==> src/inc/nv_ctrl_pkg.sv <==
// How it works
// - each byte write is self-timed, programming lasts a fixed 4 ms interval
// - a started write finishes even if reset arrives during programming
// - starting a write stalls the cpu for two clock cycles
// - starting a read stalls the cpu for four clock cycles
// - address register selects one of 256 bytes, 0 through 255
// - data register supplies write data and receives read data
// - control register bits 7..4 always read zero
// - ready irq held while write strobe is zero, enable and global enable set
// - write arm bit clears itself four clocks after software sets it
// - write strobe starts programming only while arm is set, else ignored
// - write strobe clears itself when the programming interval ends
// - read strobe while no write is busy fetches byte into data register and clears in one instruction
package nv_ctrl_pkg;
    // ------------------------------------------------------------
    // register map (i/o space offsets)
    // ------------------------------------------------------------
    localparam logic [5:0] NV_ADDRESS_OFS = 6'h1E;
    localparam logic [5:0] NV_DATA_OFS    = 6'h1D;
    localparam logic [5:0] NV_CONTROL_OFS = 6'h1C;
    // ------------------------------------------------------------
    // control fields
    // ------------------------------------------------------------
    localparam int READ_STROBE_BIT  = 0;
    localparam int WRITE_STROBE_BIT = 1;
    localparam int WRITE_ARM_BIT    = 2;
    localparam int READY_IRQ_EN_BIT = 3;
    localparam logic [7:0] CONTROL_RESET = 8'h00;
    // ------------------------------------------------------------
    // timing
    // ------------------------------------------------------------
    localparam int CLK_HZ           = 40_000_000;
    localparam int PROG_TIME_US     = 4000;
    localparam int PROG_CYCLES      = PROG_TIME_US * (CLK_HZ / 1_000_000);
    localparam int ARM_CYCLES       = 4;
    localparam int WRITE_STALL      = 2;
    localparam int READ_STALL       = 4;
endpackage

==> src/nv_access_ctrl.sv <==
`timescale 1ns/1ps
`default_nettype none
module nv_access_ctrl #(
    parameter int PROG_CYCLES = nv_ctrl_pkg::PROG_CYCLES
) (
    // clock and reset
    input  wire logic       clk_in,
    input  wire logic       arst_n_in,
    // i/o space register port
    input  wire logic [5:0] io_addr_in,
    input  wire logic       io_wr_in,
    input  wire logic       io_rd_in,
    input  wire logic [7:0] io_wdata_in,
    output logic      [7:0] io_rdata_out,
    // core status
    input  wire logic       global_irq_en_in,
    output logic            cpu_stall_out,
    output logic            ready_irq_out,
    output logic            prog_busy_out
);
    // ------------------------------------------------------------
    // reset release
    // ------------------------------------------------------------
    logic [1:0] rst_sync_reg;
    always_ff @(posedge clk_in or negedge arst_n_in) begin
        if (!arst_n_in) begin
            rst_sync_reg <= 2'h0;
        end else begin
            rst_sync_reg <= {rst_sync_reg[0], 1'b1};
        end
    end
    logic rst_n;
    assign rst_n = rst_sync_reg[1];

    // ------------------------------------------------------------
    // state
    // ------------------------------------------------------------
    typedef enum logic [2:0] {
        ST_IDLE = 3'h1,
        ST_LOAD = 3'h2,
        ST_PROG = 3'h4
    } prog_state_t;

    prog_state_t prog_state_reg, prog_state_next;
    logic [23:0] prog_cnt_reg, prog_cnt_next;
    logic [7:0]  index_reg, index_next;
    logic [7:0]  value_reg, value_next;
    logic        arm_reg, arm_next;
    logic [2:0]  arm_cnt_reg, arm_cnt_next;
    logic        irq_en_reg, irq_en_next;
    logic [2:0]  stall_cnt_reg, stall_cnt_next;
    logic        read_pend_reg, read_pend_next;
    logic [7:0]  rdata_reg, rdata_next;
    logic        irq_reg, irq_next;
    logic [7:0]  store_rd_data;
    logic        store_wr;
    logic        busy_reg;

    wire wr_addr_hit = io_wr_in && (io_addr_in == nv_ctrl_pkg::NV_ADDRESS_OFS);
    wire wr_data_hit = io_wr_in && (io_addr_in == nv_ctrl_pkg::NV_DATA_OFS);
    wire wr_ctl_hit  = io_wr_in && (io_addr_in == nv_ctrl_pkg::NV_CONTROL_OFS);
    wire busy        = (prog_state_reg != ST_IDLE);
    wire [7:0] control_view = {4'h0, irq_en_reg, arm_reg, busy, 1'b0};

    nv_byte_store u_store (
        .clk_in      (clk_in),
        .wr_en_in    (store_wr),
        .wr_addr_in  (index_reg),
        .wr_data_in  (value_reg),
        .rd_addr_in  (index_reg),
        .rd_data_out (store_rd_data)
    );

    // ------------------------------------------------------------
    // next state
    // ------------------------------------------------------------
    always_comb begin
        prog_state_next = prog_state_reg;
        prog_cnt_next   = prog_cnt_reg;
        index_next      = index_reg;
        value_next      = value_reg;
        arm_next        = arm_reg;
        arm_cnt_next    = arm_cnt_reg;
        irq_en_next     = irq_en_reg;
        stall_cnt_next  = (stall_cnt_reg != 3'h0) ? stall_cnt_reg - 3'h1 : 3'h0;
        read_pend_next  = 1'b0;
        store_wr        = 1'b0;
        // address and data simply load; a write in flight is not protected
        if (wr_addr_hit) begin
            index_next = io_wdata_in;
        end
        if (wr_data_hit) begin
            value_next = io_wdata_in;
        end
        // arm timeout
        if (arm_reg) begin
            if (arm_cnt_reg == 3'(nv_ctrl_pkg::ARM_CYCLES - 1)) begin
                arm_next = 1'b0;
            end else begin
                arm_cnt_next = arm_cnt_reg + 3'h1;
            end
        end
        if (wr_ctl_hit) begin
            irq_en_next = io_wdata_in[nv_ctrl_pkg::READY_IRQ_EN_BIT];
            if (io_wdata_in[nv_ctrl_pkg::WRITE_ARM_BIT] && !io_wdata_in[nv_ctrl_pkg::WRITE_STROBE_BIT]) begin
                arm_next     = 1'b1;
                arm_cnt_next = 3'h0;
            end
            if (io_wdata_in[nv_ctrl_pkg::WRITE_STROBE_BIT] && arm_reg && !busy) begin
                prog_state_next = ST_LOAD;
                arm_next        = 1'b0;
                stall_cnt_next  = 3'(nv_ctrl_pkg::WRITE_STALL);
            end else if (io_wdata_in[nv_ctrl_pkg::READ_STROBE_BIT] && !busy) begin
                read_pend_next = 1'b1;
                stall_cnt_next = 3'(nv_ctrl_pkg::READ_STALL);
            end
        end
        unique case (prog_state_reg)
            ST_IDLE: begin
                prog_cnt_next = 24'h0;
            end
            ST_LOAD: begin
                prog_state_next = ST_PROG;
                prog_cnt_next   = 24'h0;
            end
            ST_PROG: begin
                if (prog_cnt_reg == 24'(PROG_CYCLES - 1)) begin
                    store_wr        = 1'b1;
                    prog_state_next = ST_IDLE;
                end else begin
                    prog_cnt_next = prog_cnt_reg + 24'h1;
                end
            end
            default: begin
                prog_state_next = ST_IDLE;
            end
        endcase
        // read: store read register holds the byte at index one clock later
        if (read_pend_reg) begin
            value_next = store_rd_data;
        end
        rdata_next = 8'h00;
        if (io_rd_in) begin
            unique case (io_addr_in)
                nv_ctrl_pkg::NV_ADDRESS_OFS: rdata_next = index_reg;
                nv_ctrl_pkg::NV_DATA_OFS:    rdata_next = value_reg;
                nv_ctrl_pkg::NV_CONTROL_OFS: rdata_next = control_view;
                default:                     rdata_next = 8'h00;
            endcase
        end
        // while reset holds, an idle machine may not leave idle
        if (!rst_n && prog_state_reg == ST_IDLE) begin
            prog_state_next = ST_IDLE;
        end
        irq_next = irq_en_reg && global_irq_en_in && (prog_state_next == ST_IDLE);
    end

    // ------------------------------------------------------------
    // registers
    // ------------------------------------------------------------
    // programming state ignores reset so a started write finishes; busy follows it through reset
    always_ff @(posedge clk_in) begin
        prog_state_reg <= prog_state_next;
        prog_cnt_reg   <= prog_cnt_next;
        index_reg      <= index_next;
        value_reg      <= value_next;
        busy_reg       <= (prog_state_next != ST_IDLE);
    end

    always_ff @(posedge clk_in or negedge rst_n) begin
        if (!rst_n) begin
            arm_reg       <= 1'b0;
            arm_cnt_reg   <= 3'h0;
            irq_en_reg    <= 1'b0;
            stall_cnt_reg <= 3'h0;
            read_pend_reg <= 1'b0;
            rdata_reg     <= 8'h00;
            irq_reg       <= 1'b0;
        end else begin
            arm_reg       <= arm_next;
            arm_cnt_reg   <= arm_cnt_next;
            irq_en_reg    <= irq_en_next;
            stall_cnt_reg <= stall_cnt_next;
            read_pend_reg <= read_pend_next;
            rdata_reg     <= rdata_next;
            irq_reg       <= irq_next;
        end
    end

    logic stall_reg;
    always_ff @(posedge clk_in or negedge rst_n) begin
        if (!rst_n) begin
            stall_reg <= 1'b0;
        end else begin
            stall_reg <= (stall_cnt_next != 3'h0);
        end
    end

    assign io_rdata_out  = rdata_reg;
    assign cpu_stall_out = stall_reg;
    assign ready_irq_out = irq_reg;
    assign prog_busy_out = busy_reg;
endmodule
`default_nettype wire

==> src/nv_byte_store.sv <==
`timescale 1ns/1ps
`default_nettype none
module nv_byte_store (
    // clock
    input  wire logic       clk_in,
    // write port
    input  wire logic       wr_en_in,
    input  wire logic [7:0] wr_addr_in,
    input  wire logic [7:0] wr_data_in,
    // read port
    input  wire logic [7:0] rd_addr_in,
    output logic      [7:0] rd_data_out
);
    logic [7:0] mem [0:255];
    logic [7:0] rd_reg;

    // no reset: contents are nonvolatile
    always_ff @(posedge clk_in) begin
        if (wr_en_in) begin
            mem[wr_addr_in] <= wr_data_in;
        end
        rd_reg <= mem[rd_addr_in];
    end

    assign rd_data_out = rd_reg;
endmodule
`default_nettype wire
==> config.mk <==
export PLATFORM = sky130hd
export DESIGN_NAME = nv_access_ctrl
export DESIGN_NICKNAME = d
export VERILOG_FILES = /design/src/inc/nv_ctrl_pkg.sv /design/src/nv_access_ctrl.sv /design/src/nv_byte_store.sv
export SDC_FILE = /design/constraint.sdc
export NUM_CORES = 2
export LEC_CHECK = 0
export BUFFER_PORTS_ARGS = -buffer_cell sky130_fd_sc_hd__buf_4
export CAP_MARGIN = 25
export CORE_MARGIN = 1.5
export CORE_UTILIZATION = 40
export DETAILED_ROUTE_END_ITERATION = 6
export PLACE_DENSITY_LB_ADDON = 0.05
export SLEW_MARGIN = 20
export SYNTH_ARGS = -nofsm -noshare
export SYNTH_HDL_FRONTEND = slang
export SYNTH_HIERARCHICAL = 1
export SYNTH_SLANG_ARGS = --single-unit
==> constraint.sdc <==
create_clock -name clk_in -period 0.9 [get_ports clk_in]
set_clock_uncertainty 0.15 [all_clocks]
set_input_delay 0.18 -clock clk_in [delete_from_list [all_inputs] [get_ports clk_in]]
set_output_delay 0.18 -clock clk_in [all_outputs]
set_load 0.01 [all_outputs]
# Word-level counts from Yosys, hierarchy flattened
# Memories as Yosys holds them, arrays and structs flattened. A register that Yosys moved wholly into a read port is not among the register bits.
# Cells that the tools add are included.
totals:
  out_inout_bits: 11
  memories: 1
  input_bits: 19
  ram_bits: 2048
  elab_cells: 80
  reg_bits: 65
mem_list:
  columns: ["name", "words", "width", "read_ports", "rd_ports_with_merged_regs", "wr", "line_no", "source"]
  rows:
  - ["u_store.mem", 256, 8, 1, 1, 1, "nv_byte_store.sv:14", "logic [7:0] mem [0:255];"]
op_classes:
  n_mux: 31
  eq_ne: 12
  add_sub_neg: 3
  n_reduce_logical: 19
ops:
  columns: ["operator", "n"]
  rows:
  - ["$pmux W24 S2", 1]
  - ["$mux W3", 12]
  - ["$add A24 B1 Y24 const B", 1]
  - ["$eq A24 B18 Y1 const B", 1]
  - ["$mux W24", 1]
  - ["$mux W8", 3]
  - ["$pmux W8 S3", 1]
  - ["$eq A6 B5 Y1 const B", 3]
  - ["$mux W1", 12]
  - ["$logic_and A1 B1 Y1", 10]
  - ["$pmux W3 S3", 1]
  - ["$eq A3 B1 Y1 const B", 2]
  - ["$eq A3 B2 Y1 const B", 2]
  - ["$ne A3 B1 Y1 const B", 2]
  - ["$reduce_bool A3 Y1", 2]
  - ["$reduce_bool A2 Y1", 2]
  - ["$add A3 B1 Y3 const B", 1]
  - ["$eq A3 B3 Y1 const B", 1]
  - ["$logic_not A1 Y1", 3]
  - ["$sub A3 B1 Y3 const B", 1]
  - ["$ne A2 B2 Y1 const B", 1]
  - ["$reduce_and A2 Y1", 1]
  - ["$reduce_or A2 Y1", 1]

# Logic depth before layout (Yosys ltp)
logic_depth:
  depth_word: 10
  ltp_mapped: 11
  mapped_depth_nobuf: 6

# By module
# Netlist, hierarchy kept.
modules_own_cells:
  columns: ["mod", "area_per_inst_um2", "cells_per_inst", "seq_area_each_um2", "instances"]
  rows:
  - ["nv_byte_store", 79556.3, 3733, 61659.1, 1]
  - ["nv_access_ctrl", 3012.9, 262, 1806.7, 1]

# Least setup slack after synthesis
# Ideal clock, no wire load.
synth_timing:
  path_kind: "register to register"
  from: "register value_reg[1]"
  to: "memory u_store.mem[0][1], data pin"
  arrival_time_ps: 3243
  synth_period_minus_slack_ps: 4214
  t_required_ps: -71
  path_buffers: 0
  path_slack_ps: -3314
  path_stages_with_launch: 1
  setup_ps: 821
  cell_sequence: "edfxtp_1"
synth_rtl:
  columns: ["element", "line_no", "source"]
  rows:
  - ["from (decl)", "nv_access_ctrl.sv:47", "logic [7:0] value_reg, value_next;"]
  - ["from (signal assigned)", "nv_access_ctrl.sv:166", "value_reg <= value_next;"]
  - ["to (decl)", "nv_byte_store.sv:14", null]
# Straight into the memory's write port.

# Final worst setup path
layout_timing:
  from: "register prog_cnt_reg[16]"
  to: "memory u_store.mem[103][3] (enable)"
layout_between:
  elab_chain_len: 5
layout_rtl:
  columns: ["element", "line_no", "source"]
  rows:
  - ["from (decl)", "nv_access_ctrl.sv:45", "logic [23:0] prog_cnt_reg, prog_cnt_next;"]
  - ["from (signal assigned)", "nv_access_ctrl.sv:164", "prog_cnt_reg <= prog_cnt_next;"]
  - ["$eq A24 B18 Y1", "nv_access_ctrl.sv:127", "if (prog_cnt_reg == 24'(PROG_CYCLES - 1)) begin"]
  - ["$mux W1", "nv_access_ctrl.sv:127", null]
  - ["$mux W1", "nv_access_ctrl.sv:118", "unique case (prog_state_reg)"]
  - ["via store_wr", "nv_access_ctrl.sv:56", "logic store_wr;"]
  - ["$mux W1", "nv_byte_store.sv:19", "if (wr_en_in) begin"]
  - ["$mux W1 (not written as such)", "nv_byte_store.sv:20", "mem[wr_addr_in] <= wr_data_in;"]
# The timed path passes the listed nets, and every way through them passes these cells.

==> results.md <==
- Post-synthesis async set-or-reset flop share: 0.990%
- Slew @ Worst Pin: 0.713 ns
- Period utilization: 337%
- Static Leak: 34.8 nW
- Final setup vio count: 4210
- Largest net degree at the start of global routing: 81
- Overall power: 202 mW
- Worst-path clk slew: 0.06 ns
- Clk Latency, worst-skew pair: 0.87 ns
- Die area: 209000 um^2
- Comb power frac: 1.0%
- Clk buf depth: 3
- Synthesized area per cell: 20.7 um^2
- Post-Route WL: 235 mm
- Post-synth net total: 4018
- CTS tree: built
- Main flop type after synthesis: edfxtp_1
- Internal power: 162 mW
- Net Sw Frac: 19.6%
- CP Capture Type: register
- Max reg flops: 2048
- Final hold violation count: 26
- Yosys reg bits: 2121
- Synthesized instance count: 3995
- WP data arrival: 3.45 ns
- IO Pins: 30
- Initial antenna violation count: 13
- Starting DRT DRC Count: 4068
- Layout cells sized above 1: 40.7%
- Fin Hold WS: -0.393 ns
- Drt pass-1 iters: 5
- Max Slew Vio Count: 0
- Row cnt: 166
- Failing checks: hold timing, setup timing
- Net Sw Power: 39.5 mW
- Clk pwr share: 46.0%
- Port bufs: 29
- Headroom to the max-slew limit: 52.1%
- Starting density of the core: 40.3%
- CP Data Required Time: 1.31 ns
- Register share of total power: 53.1%
- VDD IR max: 2.08 mV
- Non-Filler Instances: 7951
- RSZ-0062 raised after global routing: yes
- # fillers: 16.4k
- HPWL after DPL: 155 mm
- Root buf cell: clkbuf_16
- Netlist cell types: 71
- Fmax: 329 MHz
- PD cells: 1910 nW/um^2
- Crit start category: register
- First-pass GRT wire length: 332 mm
- Clock buffer count from CTS: 225
- Setup TNS: -4959.36 ns
- Number of global-route vias before repair: 44.5k
- Crit path kind: register to register
- Sequential element share of the synthesized area: 76.9%
- Mapped Area: 82600 um^2
- Core box area: 205000 um^2
- Detail Route Antenna Nets: 0
- Outcome: finished, violations left
- Max H-tree Level: 4
- GR Overflow Total: 0
- Chip Width: 457 um
- EDFF count, synth: 2088
- Min cycle time layout: 3.04 ns
- Post-DR vias/cell: 5.54
- CTS sink cnt: 2121
- Setup WS post-layout: -2.14 ns
- DRC violations left: 0
- Maximum fanout along the worst path: 8
- DR vias: 44.0k
- Tot GR Track Use: 22.2%
- Final Wtd Congestion: 0.848
- Worst min path class: primary input to register
- Height of the die: 457 um
- Register area: 63500 um^2
- Multi-input logic area: 19400 um^2
- Dpl cells: 7405
- Synth-to-layout area growth: 27.7%
- MaxCap Viol Count: 0
- Yosys warning total: 6
- Routed len/inst: 29.5 um
- Hold buffers post-CTS: 16
- Setup slack after placement: -2.84 ns
- Nets: 5081
-- synth_stat cells (13+ instances only) --
cell      number  area share, %
nor2b_1       33           0.25
buf_4         28           0.25
clkbuf_1     117           0.53
o22ai_1       30           0.23
a221oi_1      13           0.14
a211oi_1      17           0.15
o21ai_0       21           0.13
nand4_1       17           0.13
buf_8         13           0.24
nor4_1        24           0.18
nor3_1        26           0.16
buf_1         22           0.10
mux2i_1      137            1.7
dfrtp_1       21           0.64
nor2_1       311            1.4
mux4_2       454             12
buf_6         21           0.29
edfxtp_1    2088             76
a21oi_1      117           0.71
nand2_1       45           0.20
buf_2         32           0.19
nand3_1       44           0.27
o221ai_1      46           0.49
a22oi_1      138            1.3
-- power groups by stage --
stage | logic [mW] | clock network [mW] | registers [mW]
floorplan | 0.734 | 0 | 109
global placement | 1.75 | 0 | 109
detailed placement | 1.76 | 0 | 109
CTS | 1.89 | 94.8 | 107
global route | 2.07 | 98.7 | 107
finish | 1.95 | 92.7 | 107
-- critical path, cell delays in order (launching register included) --
cell and delay [ns]:
edfxtp_1 0.40, or4b_4 0.54, nor3_4 0.13, nand4_1 0.26, buf_6 0.24, inv_8 0.07
buf_12 0.12, nand4_1 0.14, buf_6 0.17, clkbuf_16 0.19, nor2_2 0.13, buf_6 0.16
-- layout make-up --
type / instances / area share (%)
clock buffer: 291 / 5.75
timing repair buffer: 1077 / 11.1
multi-input combinational: 1623 / 18.4
clock inverter: 135 / 1.26
antenna: 6 / 0.0142
sequential: 2121 / 60.2
inverter: 10 / 0.0427
tap: 2688 / 3.19
-- cell usage in the layout (no fill, tap or decap), types with 28 or more instances in the layout --
master | netlist | routed
a22oi_1 | 138 | 118
o221ai_1 | 46 | 40
clkinv_2 | 0 | 36
clkinv_1 | 1 | 54
nor2_4 | 0 | 122
buf_8 | 13 | 61
buf_4 | 28 | 682
edfxtp_1 | 2088 | 2088
a21oi_1 | 117 | 97
clkbuf_1 | 117 | 54
clkbuf_16 | 0 | 241
nor2b_1 | 33 | 28
nor2_1 | 311 | 168
buf_12 | 8 | 162
o22ai_1 | 30 | 28
mux4_2 | 454 | 454
mux2i_1 | 137 | 133
buf_6 | 21 | 124
nand2_1 | 45 | 40
-- per-layer routing --
layer / vias to the layer above / share of wire [%] / global-route usage [%]
met5: - / 0.0055 / 0
met4: 2 / 2.0 / 5.11
met3: 274 / 5.7 / 3.73
met2: 1205 / 46 / 33.9
met1: 23700 / 46 / 33.5
li1: 18900 / - / -
-- worst paths after layout --
check	startpoint	end	slack (ns)	cells after the start
max in group asynchronous	rst_sync_reg[1]	ready_irq_out	0.22	1
min	io_addr_in[0]	prog_state_reg[0]	-0.39	5
min reg2reg	rst_sync_reg[1]	io_rdata_out[1]	0.16	1
max reg2reg	prog_cnt_reg[16]	u_store/mem[103][3]	-2.14	11
min in group asynchronous	arst_n_in	rst_sync_reg[0]	0.04	3
max	prog_cnt_reg[16]	u_store/mem[103][3]	-2.14	11
-- stage by stage --
stage          util (%)  area [um^2]
6_report           51.5       105000
5_1_grt            51.5       105000
4_1_cts            50.5       103000
3_5_place_dp       45.8        93700
3_3_place_gp       45.7        93700
2_1_floorplan         -        82600
-- repair_timing --
| action | 4_1_cts | 5_1_grt |
|---|---|---|
| pin swaps | 65 | 81 |
| buffers inserted | 26 | 57 |
| endpoints found under the setup margin | 4202 | 4210 |
| cloned | 8 | 11 |
| endpoints found under the hold margin | 56 | 26 |
| gates resized for setup | 405 | 330 |
-- cells by family after synthesis --
logic type | count (synthesis) | share of synthesized area [%]
flip-flops | 2121 | 76.9
multiplexers | 603 | 14.2
AND/OR/NAND/NOR | 572 | 3.24
AO/OA/AOI/OAI | 430 | 3.61
buffers and inverters | 251 | 1.84
XOR/XNOR | 13 | 0.138
adder cells (fa/ha/maj) | 4 | 0.0606
other | 1 | 0.00454
(Power assumes the default switching activity.)
